==> config.mk <==
export PLATFORM = sky130hd
export DESIGN_NAME = scsr_top
export DESIGN_NICKNAME = d
export VERILOG_FILES = /design/src/logic/scsr_pkg.sv /design/src/logic/scsr_dec_if.sv /design/src/logic/scsr_decode.sv /design/src/logic/scsr_bank_sel.sv /design/src/logic/scsr_top.sv
export SDC_FILE = /design/constraint.sdc
export NUM_CORES = 1
export LEC_CHECK = 0
export ABC_AREA = 1
export BUFFER_PORTS_ARGS = -buffer_cell sky130_fd_sc_hd__buf_2
export CORE_AREA = 3 3 420 422
export CTS_BUF_LIST = sky130_fd_sc_hd__clkbuf_4 sky130_fd_sc_hd__clkbuf_8
export DETAILED_ROUTE_END_ITERATION = 6
export DIE_AREA = 0 0 423 425
export PLACE_DENSITY = 0.4
export SLEW_MARGIN = 20
export SYNTH_ARGS = -nofsm -noshare
export SYNTH_HDL_FRONTEND = slang
export SYNTH_HIERARCHICAL = 1
export SYNTH_SLANG_ARGS = --single-unit
==> constraint.sdc <==
create_clock -name pclk -period 2.1 [get_ports pclk]
set_clock_uncertainty 0.2 [all_clocks]
set_input_delay 0.315 -clock pclk [delete_from_list [all_inputs] [get_ports pclk]]
set_output_delay 0.315 -clock pclk [all_outputs]
set_load 0.05 [all_outputs]
==> src/logic/scsr_pkg.sv <==
package scsr_pkg;
  // Word width of every transferred value
  localparam int DW = 32;
  // Opcode nibbles: top nibble of the instruction
  localparam logic [3:0] OPC_TO_GPR = 4'h0;
  localparam logic [3:0] OPC_TO_MEM = 4'h4;
  // Opcode nibbles: bottom nibble of the instruction
  localparam logic [3:0] LO_CTRL_GPR = 4'h2;
  localparam logic [3:0] LO_CTRL_MEM = 4'h3;
  localparam logic [3:0] LO_SYS_GPR = 4'ha;
  localparam logic [3:0] LO_SYS_MEM = 4'h2;
  // Middle nibble codes that name a source
  localparam logic [3:0] MID_SW = 4'h0;
  localparam logic [3:0] MID_GB = 4'h1;
  localparam logic [3:0] MID_VB = 4'h2;
  localparam logic [3:0] MID_SS = 4'h3;
  localparam logic [3:0] MID_SPC = 4'h4;
  localparam logic [3:0] MID_MAC_HIGH = 4'h0;
  localparam logic [3:0] MID_MAC_LOW = 4'h1;
  localparam logic [3:0] MID_PR = 4'h2;
  localparam logic [3:0] MID_SGR = 4'h3;
  localparam logic [3:0] MID_DBR = 4'hf;
  // Execution state counts
  localparam logic [1:0] STATES_CTRL = 2'h2;
  localparam logic [1:0] STATES_SGR = 2'h3;
  localparam logic [1:0] STATES_SYS = 2'h1;
  // Pre-decrement step of the push forms
  localparam logic [31:0] PUSH_STEP = 32'h0000_0004;
  // Program counter step on completion
  localparam logic [31:0] PC_STEP = 32'h0000_0002;
  // Register byte offsets
  localparam logic [7:0] OFF_CTRL = 8'h00;
  localparam logic [7:0] OFF_STAT = 8'h04;
  localparam logic [7:0] OFF_MASK = 8'h08;
  localparam logic [7:0] OFF_COUNT = 8'h0c;
  localparam logic [7:0] OFF_LAST = 8'h10;
  // Field positions
  localparam int CTRL_EN_BIT = 0;
  localparam int NUM_EVT = 6;
  localparam int EVT_GEN_ILL = 0;
  localparam int EVT_SLOT_ILL = 1;
  localparam int EVT_TLB_MISS = 2;
  localparam int EVT_TLB_PROT = 3;
  localparam int EVT_ADDR_ERR = 4;
  localparam int EVT_DONE = 5;
  // Reset values
  localparam logic [31:0] CTRL_RST = 32'h0000_0001;
  localparam logic [5:0] MASK_RST = 6'h00;
  // Memory fault codes reported by the load-store side
  localparam logic [1:0] MEM_TLB_MISS = 2'h0;
  localparam logic [1:0] MEM_TLB_PROT = 2'h1;
  localparam logic [1:0] MEM_ADDR_ERR = 2'h2;
  // Source of the stored value
  typedef enum logic [3:0] {
    SRC_SW = 4'h0, SRC_GB = 4'h1, SRC_VB = 4'h2, SRC_SS = 4'h3, SRC_SPC = 4'h4,
    SRC_SGR = 4'h5, SRC_DBR = 4'h6, SRC_BANK = 4'h7, SRC_MAC_HIGH = 4'h8,
    SRC_MAC_LOW = 4'h9, SRC_PR = 4'ha
  } scsr_src_t;
  // Exception codes
  typedef enum logic [2:0] {
    EXC_NONE = 3'h0, EXC_GEN_ILL = 3'h1, EXC_SLOT_ILL = 3'h2,
    EXC_TLB_MISS = 3'h3, EXC_TLB_PROT = 3'h4, EXC_ADDR_ERR = 3'h5
  } scsr_exc_t;
  // Sequencer states
  typedef enum logic [2:0] {
    ST_IDLE = 3'b001, ST_MEM = 3'b010, ST_EXEC = 3'b100
  } scsr_state_t;
endpackage

==> src/logic/scsr_dec_if.sv <==
interface scsr_dec_if;
  import scsr_pkg::*;
  logic [15:0] code; // Instruction word to decode
  logic hit; // Word is one of the store forms
  logic push; // Memory pre-decrement form
  logic priv; // Form needs privileged mode
  scsr_src_t src; // Selected source
  logic [2:0] bank_idx; // Banked register index
  logic [1:0] states; // Execution states
  modport dec (input code, output hit, push, priv, src, bank_idx, states);
  modport core (output code, input hit, push, priv, src, bank_idx, states);
endinterface

==> src/logic/scsr_decode.sv <==
module scsr_decode (
  scsr_dec_if.dec d
);
  import scsr_pkg::*;
  logic [3:0] hi; // Major opcode
  logic [3:0] mid; // Source field
  logic [3:0] lo; // Minor opcode
  assign hi = d.code[15:12];
  assign mid = d.code[7:4];
  assign lo = d.code[3:0];
  assign d.bank_idx = mid[2:0];

  // Opcode table
  always_comb begin
    d.hit = 1'b0;
    d.push = 1'b0;
    d.src = SRC_SW;
    d.states = STATES_CTRL;
    if ((hi == OPC_TO_GPR && lo == LO_CTRL_GPR) ||
        (hi == OPC_TO_MEM && lo == LO_CTRL_MEM)) begin
      d.push = (hi == OPC_TO_MEM);
      d.hit = 1'b1;
      if (mid[3]) begin
        d.src = SRC_BANK;
      end else if (mid == MID_SW) begin
        d.src = SRC_SW;
      end else if (mid == MID_GB) begin
        d.src = SRC_GB;
      end else if (mid == MID_VB) begin
        d.src = SRC_VB;
      end else if (mid == MID_SS) begin
        d.src = SRC_SS;
      end else if (mid == MID_SPC) begin
        d.src = SRC_SPC;
      end else begin
        d.hit = 1'b0;
      end
    end else if ((hi == OPC_TO_GPR && lo == LO_SYS_GPR) ||
                 (hi == OPC_TO_MEM && lo == LO_SYS_MEM)) begin
      d.push = (hi == OPC_TO_MEM);
      d.hit = 1'b1;
      d.states = STATES_SYS;
      case (mid)
        MID_MAC_HIGH: d.src = SRC_MAC_HIGH;
        MID_MAC_LOW: d.src = SRC_MAC_LOW;
        MID_PR: d.src = SRC_PR;
        MID_SGR: begin
          d.src = SRC_SGR;
          d.states = STATES_SGR;
        end
        MID_DBR: begin
          d.src = SRC_DBR;
          d.states = STATES_CTRL;
        end
        default: d.hit = 1'b0;
      endcase
    end
  end

  // Privilege: all but the global base forms and the mac_high, mac_low and procedure_return forms
  assign d.priv = d.hit && d.src != SRC_GB && d.src != SRC_MAC_HIGH &&
                  d.src != SRC_MAC_LOW && d.src != SRC_PR;
endmodule // scsr_decode

==> src/logic/scsr_bank_sel.sv <==
module scsr_bank_sel #(
  parameter int N = 8,
  parameter int W = 32
) (
  input wire logic [N*W-1:0] bank0,
  input wire logic [N*W-1:0] bank1,
  input wire logic bank_bit,
  input wire logic [$clog2(N)-1:0] idx,
  output logic [W-1:0] data
);
  logic [W-1:0] pick [N]; // Per-entry inactive-bank choice

  // Each entry chooses bank 0 when the bank select bit is set
  for (genvar i = 0; i < N; i++) begin : g_pick
    assign pick[i] = bank_bit ? bank0[i*W +: W] : bank1[i*W +: W];
  end

  assign data = pick[idx];
endmodule // scsr_bank_sel

==> src/logic/scsr_top.sv <==
// What this block does
// - Control register copied to dest_gpr, two states
// - Decode 0000nnnnssss0010 control-to-register forms
// - saved_stack_ptr three states, debug_base two states
// - 1mmm selects inactive-bank register m
// - bank_select_bit one reads bank 0
// - Push: decrement by 4, write word there
// - Decode 0100nnnnssss0011 push forms, two states
// - Push saved_stack_ptr three states, debug_base two
// - Everything privileged except the global_base, mac_high, mac_low and procedure_return forms
// - Privileged form in user mode: general illegal
// - Slot illegal exception for a refused word in a delay slot
// - Push memory faults reported as exceptions
// - System register to dest_gpr, one state
// - System register push, decrement by 4
module scsr_top #(
  parameter int MODE_BIT = 30,
  parameter int BANK_BIT = 29
) (
  input wire logic pclk,
  input wire logic presetn,
  input wire logic [7:0] paddr,
  input wire logic psel,
  input wire logic penable,
  input wire logic pwrite,
  input wire logic [31:0] pwdata,
  output logic [31:0] prdata,
  output logic pready,
  output logic pslverr,
  output logic irq,
  input wire logic ins_valid,
  output logic ins_ready,
  input wire logic [15:0] ins_code,
  input wire logic ins_in_slot,
  input wire logic [31:0] ins_gpr_value,
  input wire logic [scsr_pkg::DW-1:0] status_word,
  input wire logic [scsr_pkg::DW-1:0] global_base,
  input wire logic [scsr_pkg::DW-1:0] vector_base,
  input wire logic [scsr_pkg::DW-1:0] saved_status,
  input wire logic [scsr_pkg::DW-1:0] saved_pc,
  input wire logic [scsr_pkg::DW-1:0] saved_stack_ptr,
  input wire logic [scsr_pkg::DW-1:0] debug_base,
  input wire logic [scsr_pkg::DW-1:0] mac_high,
  input wire logic [scsr_pkg::DW-1:0] mac_low,
  input wire logic [scsr_pkg::DW-1:0] procedure_return,
  input wire logic [8*scsr_pkg::DW-1:0] bank0_regs,
  input wire logic [8*scsr_pkg::DW-1:0] bank1_regs,
  output logic gpr_we,
  output logic [3:0] gpr_wr_idx,
  output logic [31:0] gpr_wr_data,
  output logic pc_advance,
  output logic exc_valid,
  output scsr_pkg::scsr_exc_t exc_code,
  output logic mem_req,
  output logic [31:0] mem_addr,
  output logic [31:0] mem_wdata,
  input wire logic mem_ack,
  input wire logic mem_err,
  input wire logic [1:0] mem_err_code
);
  import scsr_pkg::*;

  scsr_dec_if dec (); // Decode results
  scsr_state_t state; // Sequencer state
  logic [31:0] ctrl; // Control register
  logic [NUM_EVT-1:0] stat; // Sticky events
  logic [NUM_EVT-1:0] mask; // Event enables
  logic [31:0] done_count; // Completed instructions
  scsr_exc_t last_exc; // Most recent exception
  logic [1:0] cnt; // Remaining states
  logic push_q; // Latched push form
  logic [31:0] src_q; // Latched source value
  logic [31:0] gpr_q; // Latched dest_gpr value
  logic [31:0] bank_val; // Inactive-bank value
  logic [31:0] src_val; // Selected source value
  logic accept; // Instruction taken this cycle
  logic user_mode; // Not privileged
  logic refuse; // Unknown word or privilege refusal
  logic mem_done; // Memory write finished
  logic finish; // Successful completion
  logic [NUM_EVT-1:0] evt; // Event pulses
  logic apb_wr; // Register write strobe
  logic apb_setup; // Setup phase of a transfer

  assign dec.code = ins_code;

  scsr_decode u_dec (
    .d(dec)
  );

  scsr_bank_sel #(
    .N(8),
    .W(DW)
  ) u_bank (
    .bank0(bank0_regs),
    .bank1(bank1_regs),
    .bank_bit(status_word[BANK_BIT]),
    .idx(dec.bank_idx),
    .data(bank_val)
  );

  // Source multiplexer
  always_comb begin
    case (dec.src)
      SRC_SW: src_val = status_word;
      SRC_GB: src_val = global_base;
      SRC_VB: src_val = vector_base;
      SRC_SS: src_val = saved_status;
      SRC_SPC: src_val = saved_pc;
      SRC_SGR: src_val = saved_stack_ptr;
      SRC_DBR: src_val = debug_base;
      SRC_BANK: src_val = bank_val;
      SRC_MAC_HIGH: src_val = mac_high;
      SRC_MAC_LOW: src_val = mac_low;
      SRC_PR: src_val = procedure_return;
      default: src_val = status_word;
    endcase
  end

  // Handshake and checks
  assign ins_ready = (state == ST_IDLE) && ctrl[CTRL_EN_BIT];
  assign accept = ins_valid && ins_ready;
  assign user_mode = !status_word[MODE_BIT];
  assign refuse = !dec.hit || (dec.priv && user_mode);
  assign mem_done = mem_req && mem_ack;
  assign finish = (state == ST_EXEC) && (cnt == 2'h0);

  // Instruction sequencer
  always_ff @(posedge pclk or negedge presetn) begin
    if (!presetn) begin
      state <= ST_IDLE;
      cnt <= 2'h0;
      push_q <= 1'b0;
      src_q <= 32'h0000_0000;
      gpr_q <= 32'h0000_0000;
      gpr_wr_idx <= 4'h0;
    end else begin
      case (state)
        ST_IDLE: begin
          if (accept && !refuse) begin
            cnt <= dec.states - 2'h1;
            push_q <= dec.push;
            src_q <= src_val;
            gpr_q <= ins_gpr_value;
            gpr_wr_idx <= ins_code[11:8];
            state <= dec.push ? ST_MEM : ST_EXEC;
          end
        end
        ST_MEM: begin
          if (cnt != 2'h0) begin
            cnt <= cnt - 2'h1;
          end
          if (mem_done) begin
            state <= mem_err ? ST_IDLE : ST_EXEC;
          end
        end
        ST_EXEC: begin
          if (cnt == 2'h0) begin
            state <= ST_IDLE;
          end else begin
            cnt <= cnt - 2'h1;
          end
        end
        default: state <= ST_IDLE;
      endcase
    end
  end

  // Memory write request toward the load-store unit
  always_ff @(posedge pclk or negedge presetn) begin
    if (!presetn) begin
      mem_req <= 1'b0;
      mem_addr <= 32'h0000_0000;
      mem_wdata <= 32'h0000_0000;
    end else if (state == ST_IDLE && accept && !refuse && dec.push) begin
      mem_req <= 1'b1;
      mem_addr <= ins_gpr_value - PUSH_STEP;
      mem_wdata <= src_val;
    end else if (mem_done) begin
      mem_req <= 1'b0;
    end
  end

  // Completion: write dest_gpr and step the pc
  always_ff @(posedge pclk or negedge presetn) begin
    if (!presetn) begin
      gpr_we <= 1'b0;
      gpr_wr_data <= 32'h0000_0000;
      pc_advance <= 1'b0;
    end else begin
      gpr_we <= finish;
      pc_advance <= finish;
      if (finish) begin
        gpr_wr_data <= push_q ? gpr_q - PUSH_STEP : src_q;
      end
    end
  end

  // Exception reporting
  always_ff @(posedge pclk or negedge presetn) begin
    if (!presetn) begin
      exc_valid <= 1'b0;
      exc_code <= EXC_NONE;
    end else begin
      exc_valid <= 1'b0;
      if (state == ST_IDLE && accept && refuse) begin
        exc_valid <= 1'b1;
        exc_code <= ins_in_slot ? EXC_SLOT_ILL : EXC_GEN_ILL;
      end else if (mem_done && mem_err) begin
        exc_valid <= 1'b1;
        if (mem_err_code == MEM_TLB_MISS) begin
          exc_code <= EXC_TLB_MISS;
        end else if (mem_err_code == MEM_TLB_PROT) begin
          exc_code <= EXC_TLB_PROT;
        end else begin
          exc_code <= EXC_ADDR_ERR;
        end
      end
    end
  end

  // Event pulses from the registered outputs
  always_comb begin
    evt = '0;
    evt[EVT_GEN_ILL] = exc_valid && exc_code == EXC_GEN_ILL;
    evt[EVT_SLOT_ILL] = exc_valid && exc_code == EXC_SLOT_ILL;
    evt[EVT_TLB_MISS] = exc_valid && exc_code == EXC_TLB_MISS;
    evt[EVT_TLB_PROT] = exc_valid && exc_code == EXC_TLB_PROT;
    evt[EVT_ADDR_ERR] = exc_valid && exc_code == EXC_ADDR_ERR;
    evt[EVT_DONE] = pc_advance;
  end

  assign apb_setup = psel && !penable;
  assign apb_wr = psel && penable && pwrite;

  // Control and mask registers
  always_ff @(posedge pclk or negedge presetn) begin
    if (!presetn) begin
      ctrl <= CTRL_RST;
      mask <= MASK_RST;
    end else if (apb_wr) begin
      if (paddr == OFF_CTRL) begin
        ctrl <= {31'h0, pwdata[CTRL_EN_BIT]};
      end else if (paddr == OFF_MASK) begin
        mask <= pwdata[NUM_EVT-1:0];
      end
    end
  end

  // Sticky status: a new event wins over a write-one clear
  always_ff @(posedge pclk or negedge presetn) begin
    if (!presetn) begin
      stat <= '0;
    end else if (apb_wr && paddr == OFF_STAT) begin
      stat <= (stat & ~pwdata[NUM_EVT-1:0]) | evt;
    end else begin
      stat <= stat | evt;
    end
  end

  // Completion counter and last exception
  always_ff @(posedge pclk or negedge presetn) begin
    if (!presetn) begin
      done_count <= 32'h0000_0000;
      last_exc <= EXC_NONE;
    end else begin
      if (pc_advance) begin
        done_count <= done_count + 32'h0000_0001;
      end
      if (exc_valid) begin
        last_exc <= exc_code;
      end
    end
  end

  // Read data captured in the setup phase
  always_ff @(posedge pclk or negedge presetn) begin
    if (!presetn) begin
      prdata <= 32'h0000_0000;
      pslverr <= 1'b0;
    end else if (apb_setup) begin
      pslverr <= 1'b0;
      prdata <= 32'h0000_0000;
      if (paddr == OFF_CTRL) begin
        prdata <= ctrl;
      end else if (paddr == OFF_STAT) begin
        prdata <= {26'h0, stat};
      end else if (paddr == OFF_MASK) begin
        prdata <= {26'h0, mask};
      end else if (paddr == OFF_COUNT) begin
        prdata <= done_count;
      end else if (paddr == OFF_LAST) begin
        prdata <= {29'h0, last_exc};
      end else begin
        pslverr <= 1'b1; // Unmapped address
      end
    end
  end

  assign pready = 1'b1;
  assign irq = |(stat & mask);

  // Checks
  a_push_addr: assert property (@(posedge pclk) disable iff (!presetn)
    $rose(mem_req) |-> mem_addr == $past(ins_gpr_value) - PUSH_STEP &&
    mem_wdata == $past(src_val)) else $error("push address wrong");
  a_user_priv: assert property (@(posedge pclk) disable iff (!presetn)
    accept && dec.hit && dec.priv && user_mode && !ins_in_slot
    |=> exc_valid && exc_code == EXC_GEN_ILL && !mem_req) else $error("no illegal trap");
  a_slot_ill: assert property (@(posedge pclk) disable iff (!presetn)
    accept && refuse && ins_in_slot |=> exc_valid && exc_code == EXC_SLOT_ILL)
    else $error("no slot trap");
  a_gb_free: assert property (@(posedge pclk) disable iff (!presetn)
    accept && dec.hit && dec.src == SRC_GB |=> !exc_valid) else $error("global base trapped");
  a_mem_fault: assert property (@(posedge pclk) disable iff (!presetn)
    mem_done && mem_err |=> exc_valid && exc_code != EXC_NONE && exc_code != EXC_GEN_ILL)
    else $error("fault not reported");
  a_no_commit: assert property (@(posedge pclk) disable iff (!presetn)
    mem_done && mem_err |=> !gpr_we [*2]) else $error("faulted push committed");
  a_sys_one: assert property (@(posedge pclk) disable iff (!presetn)
    accept && !refuse && !dec.push && dec.states == STATES_SYS
    |-> ##2 gpr_we && gpr_wr_data == $past(src_val, 2)) else $error("system copy late");
  a_ctrl_two: assert property (@(posedge pclk) disable iff (!presetn)
    accept && !refuse && !dec.push && dec.states == STATES_CTRL
    |-> !gpr_we ##1 !gpr_we ##1 !gpr_we ##1 gpr_we) else $error("control copy timing");
  a_sgr_three: assert property (@(posedge pclk) disable iff (!presetn)
    accept && !refuse && !dec.push && dec.states == STATES_SGR
    |-> ##4 gpr_we) else $error("stack copy timing");
  a_bank_pick: assert property (@(posedge pclk) disable iff (!presetn)
    dec.src == SRC_BANK && status_word[BANK_BIT]
    |-> src_val == bank0_regs[dec.bank_idx*DW +: DW]) else $error("wrong bank");
  // Bit clear must fall back to the other bank
  a_bank_other: assert property (@(posedge pclk) disable iff (!presetn)
    dec.src == SRC_BANK && !status_word[BANK_BIT]
    |-> src_val == bank1_regs[dec.bank_idx*DW +: DW]) else $error("wrong bank clear");
  a_pc_step: assert property (@(posedge pclk) disable iff (!presetn)
    pc_advance |-> gpr_we && !exc_valid) else $error("pc step without commit");
endmodule // scsr_top

==> impl_metrics.toml <==
[global_route]
antenna_found_initial = 111
grtUsageMet3_pct = 4.16
met1_usage_pct = 24.5
grt_most_used_layer = "met2"
grt_use_met2_pct = 38.6
grt_max_degree = 75
grt_use_total_pct = 21.6
grt_overflow = 0
grt_pass1_wl_um = 270000
grt_pass1_vias = 33000

[pwr]
clockPowerShare_pct = 34.3
worst_ir_drop_vdd_uv = 366
p_leak_nw = 22.1
power_density_nw_per_um2 = 458
comb_power_share_pct = 34.9
pwr-share-seq_pct = 30.8
p_sw_share_pct = 38.6
p_int_mw = 11.1
power.switching_mw = 6.96
finalPower_mw = 18.0

[synth]
synth_cells = 3995
synth_simple_gate_area_share_pct = 50.1
synthMuxAreaShare_pct = 0
synth_top_family_by_area = "simple AND/OR/NAND/NOR gates"
synth_edf_count = 0
ys_types = 50
synth_fa_ha_area_share_pct = 0.167
ys_seq_elements = 257
synth_nets = 4929
ys_warn_count = 6
yosysSeqAreaShare_pct = 28.6
async_flop_share_pct = 100
synth_xor_area_share_pct = 1.98
synth_area_sq_um = 22500
synth.avg_cell_area_sq_um = 5.64
dominantRegCellSynth = "dfrtp_1"
synth_compound_area_share_pct = 4.10

[placed_design]
placement.io_buffers = 1046
place_congestion = 0.978
dp_slack_ns = -1.37
postPlaceCellArea_sq_um = 32800
place_hpwl_um = 173000
dp.cells = 7489

[timing]
tightest_slew_ns = 0.524
timing.final.ws_setup_ns = -0.263
slew_viol_final = 0
slew_headroom_pct = 65.0
finalCritPeriodShare_pct = 113
setup_viol = 138
rsz0062_at_grt = "yes"
min_period_ns = 2.36
hold_viol_final = 0
holdWs_ns = 0.0315
fin_setup_tns_ns = -18.37
fmax_mhz = 423

[critical_path]
crit_type = "reg -> reg"
start_kind = "flip-flop"
path_max_fanout = 7
cp_num_buf_inv = 7
slowest_stage = "dfstp_2"
rr_startpoint = "ctrl[0]"
startpoint = "ctrl[0]"
required_ns = 2.48
critPathTopFamily = "buffers and inverters"
cp-end-kind = "flip-flop"
cp_data_arrival_time_ns = 2.74
crit_chain = "clkinvlp_4 > nor2_4 > buf_4 > buf_4 > nand3_4 > nor2_4 > buf_12 > buf_12 > clkinv_16 > clkbuf_16 > nand2_1 > nand2_1"
cpPeakStageDelay_ns = 0.55

[layout]
final_common_cell = "nand2_1"
post-route-util_pct = 22.7
drive_gt1_share_pct = 30.9
stdcell_count = 8032
stdcell_area_sq_um = 39300
final_cell_mix = "nand2_1 (1,748), buf_2 (1,030), inv_1 (553)"
syn_to_final_growth_pct = 74.6
nNetsFinal = 6525

[cts]
clock_latency_ns = 0.69
clk_pin_slew_ns = 0.06
clockBufferDepth = 3
htree_levels = 2
cts.sinks = 257
cts_tree = "built"
cts_made_buffers = 55
root_buffer = "clkbuf_8"

[detailed_routing]
routed_wirelength_um = 207000
vias = 32600
dr.first_iter.drc_count = 2413
wl_per_cell_um = 25.7
ant_nets = 0
vias_per_cell = 4.06
drtPass1Iterations = 5
drc_errors = 0

[floorplan]
dieArea_sq_um = 180000
rows = 153
die_h_um = 425
initial_utilization_pct = 13.0
die_w_um = 423
core_sq_um = 173000
io_pins = 1074

[job]
drv_cap = 0

[worst_hold_path]
min-delay-path-class = "in -> reg"
hp-start = "debug_base[17]"

[status]
status = "finished, violations left"
violations = "negative setup slack"
kinds of logic (layout without fill, tap and decap cells):
kind of cell               Yosys count  count (layout)
AOI/OAI and AO/OA                  165             165
xor gates and xnor gates            51              51
adders and majority gates            3               3
buffers and inverters              776            2414
DFF                                257             257
other                                1              73
and+or+nand+nor                   2742            2744
Yosys cell counts (2+ instances only):
cell type,instances,share of area (%)
dfrtp_1,255,28
or2_2,2,0.056
or2_1,2,0.056
xor2_1,47,1.8
inv_4,2,0.056
inv_1,561,9.3
nand3b_1,5,0.17
nand3_2,3,0.13
o22ai_1,2,0.056
ha_1,3,0.17
o21bai_1,4,0.13
nor2_2,8,0.22
nor3_2,2,0.089
buf_1,5,0.083
buf_2,100,2.2
buf_4,15,0.50
nand3_1,561,12
o21ai_0,103,2.3
nand4_1,22,0.61
nor2_4,8,0.40
nor3_1,17,0.38
clkbuf_1,40,0.67
o31ai_1,24,0.80
clkinv_1,2,0.033
buf_6,38,1.9
a31oi_1,2,0.056
o21ai_1,10,0.22
o211ai_1,2,0.067
nand2_2,11,0.31
nor2_1,283,4.7
nand2_1,1811,30
dfstp_2,2,0.23
xnor2_1,4,0.16
inv_2,12,0.20
a21oi_1,12,0.27
worst paths after layout:
path | depth (start not counted) | slack [ns] | endpoint
max | 12 | -0.26 | mem_addr[14]
min | 7 | 0.03 | mem_wdata[17]
max reg2reg | 12 | -0.26 | mem_addr[14]
min reg2reg | 2 | 0.27 | mem_addr[5]
max in group asynchronous | 3 | 1.21 | done_count[19]
min in group asynchronous | 3 | 0.13 | gpr_q[8]
cell type report:
class | count | area (sq um)
fill | 20300 | 134000
inverter | 577 | 2280
multi-input combinational | 2964 | 13400
clock buffer | 85 | 1080
tap | 2325 | 2910
clock inverter | 16 | 155
antenna | 72 | 180
sequential | 257 | 6440
timing repair buffer | 1735 | 12900
timing repair inverter | 1 | 16.3
sequential cells by signal, summed over array words and instances (netlist names), 32 cells and up:
name / count
mem_wdata: 32
prdata: 32
src_q: 32
gpr_q: 32
done_count: 32
gpr_wr_data: 32
mem_addr: 32
power by group through the flow:
stage | Sequential (mW) | Combinational (mW) | Clock (mW)
global route | 5.59 | 6.76 | 6.63
finish | 5.55 | 6.28 | 6.18
detailed placement | 5.63 | 5.69 | 0
global placement | 5.62 | 5.72 | 0
CTS | 5.55 | 6.27 | 6.43
floorplan | 6.40 | 1.82 | 0
worst reg2reg max path: cells and delay by family (launching register included):
family                 cells  cell delay (ns)
and+or+nand+nor            5             0.47
DFF                        1             0.55
buffers and inverters      7             1.03
per-layer routing:
layer	wire length [um]	vias to the layer above
li1	-	15500
met5	246	-
met4	12400	36
met2	103000	1261
met1	78400	15500
met3	13100	335
timing repair:
action                                  CTS  global route
resized for setup                       142           160
pin swaps                                23            25
hold buffers                            298             0
buffers inserted                         29            14
hold endpoints to repair                415             0
endpoints found under the setup margin   76           146
cloned                                    8            24
(Power assumes the default switching activity.)
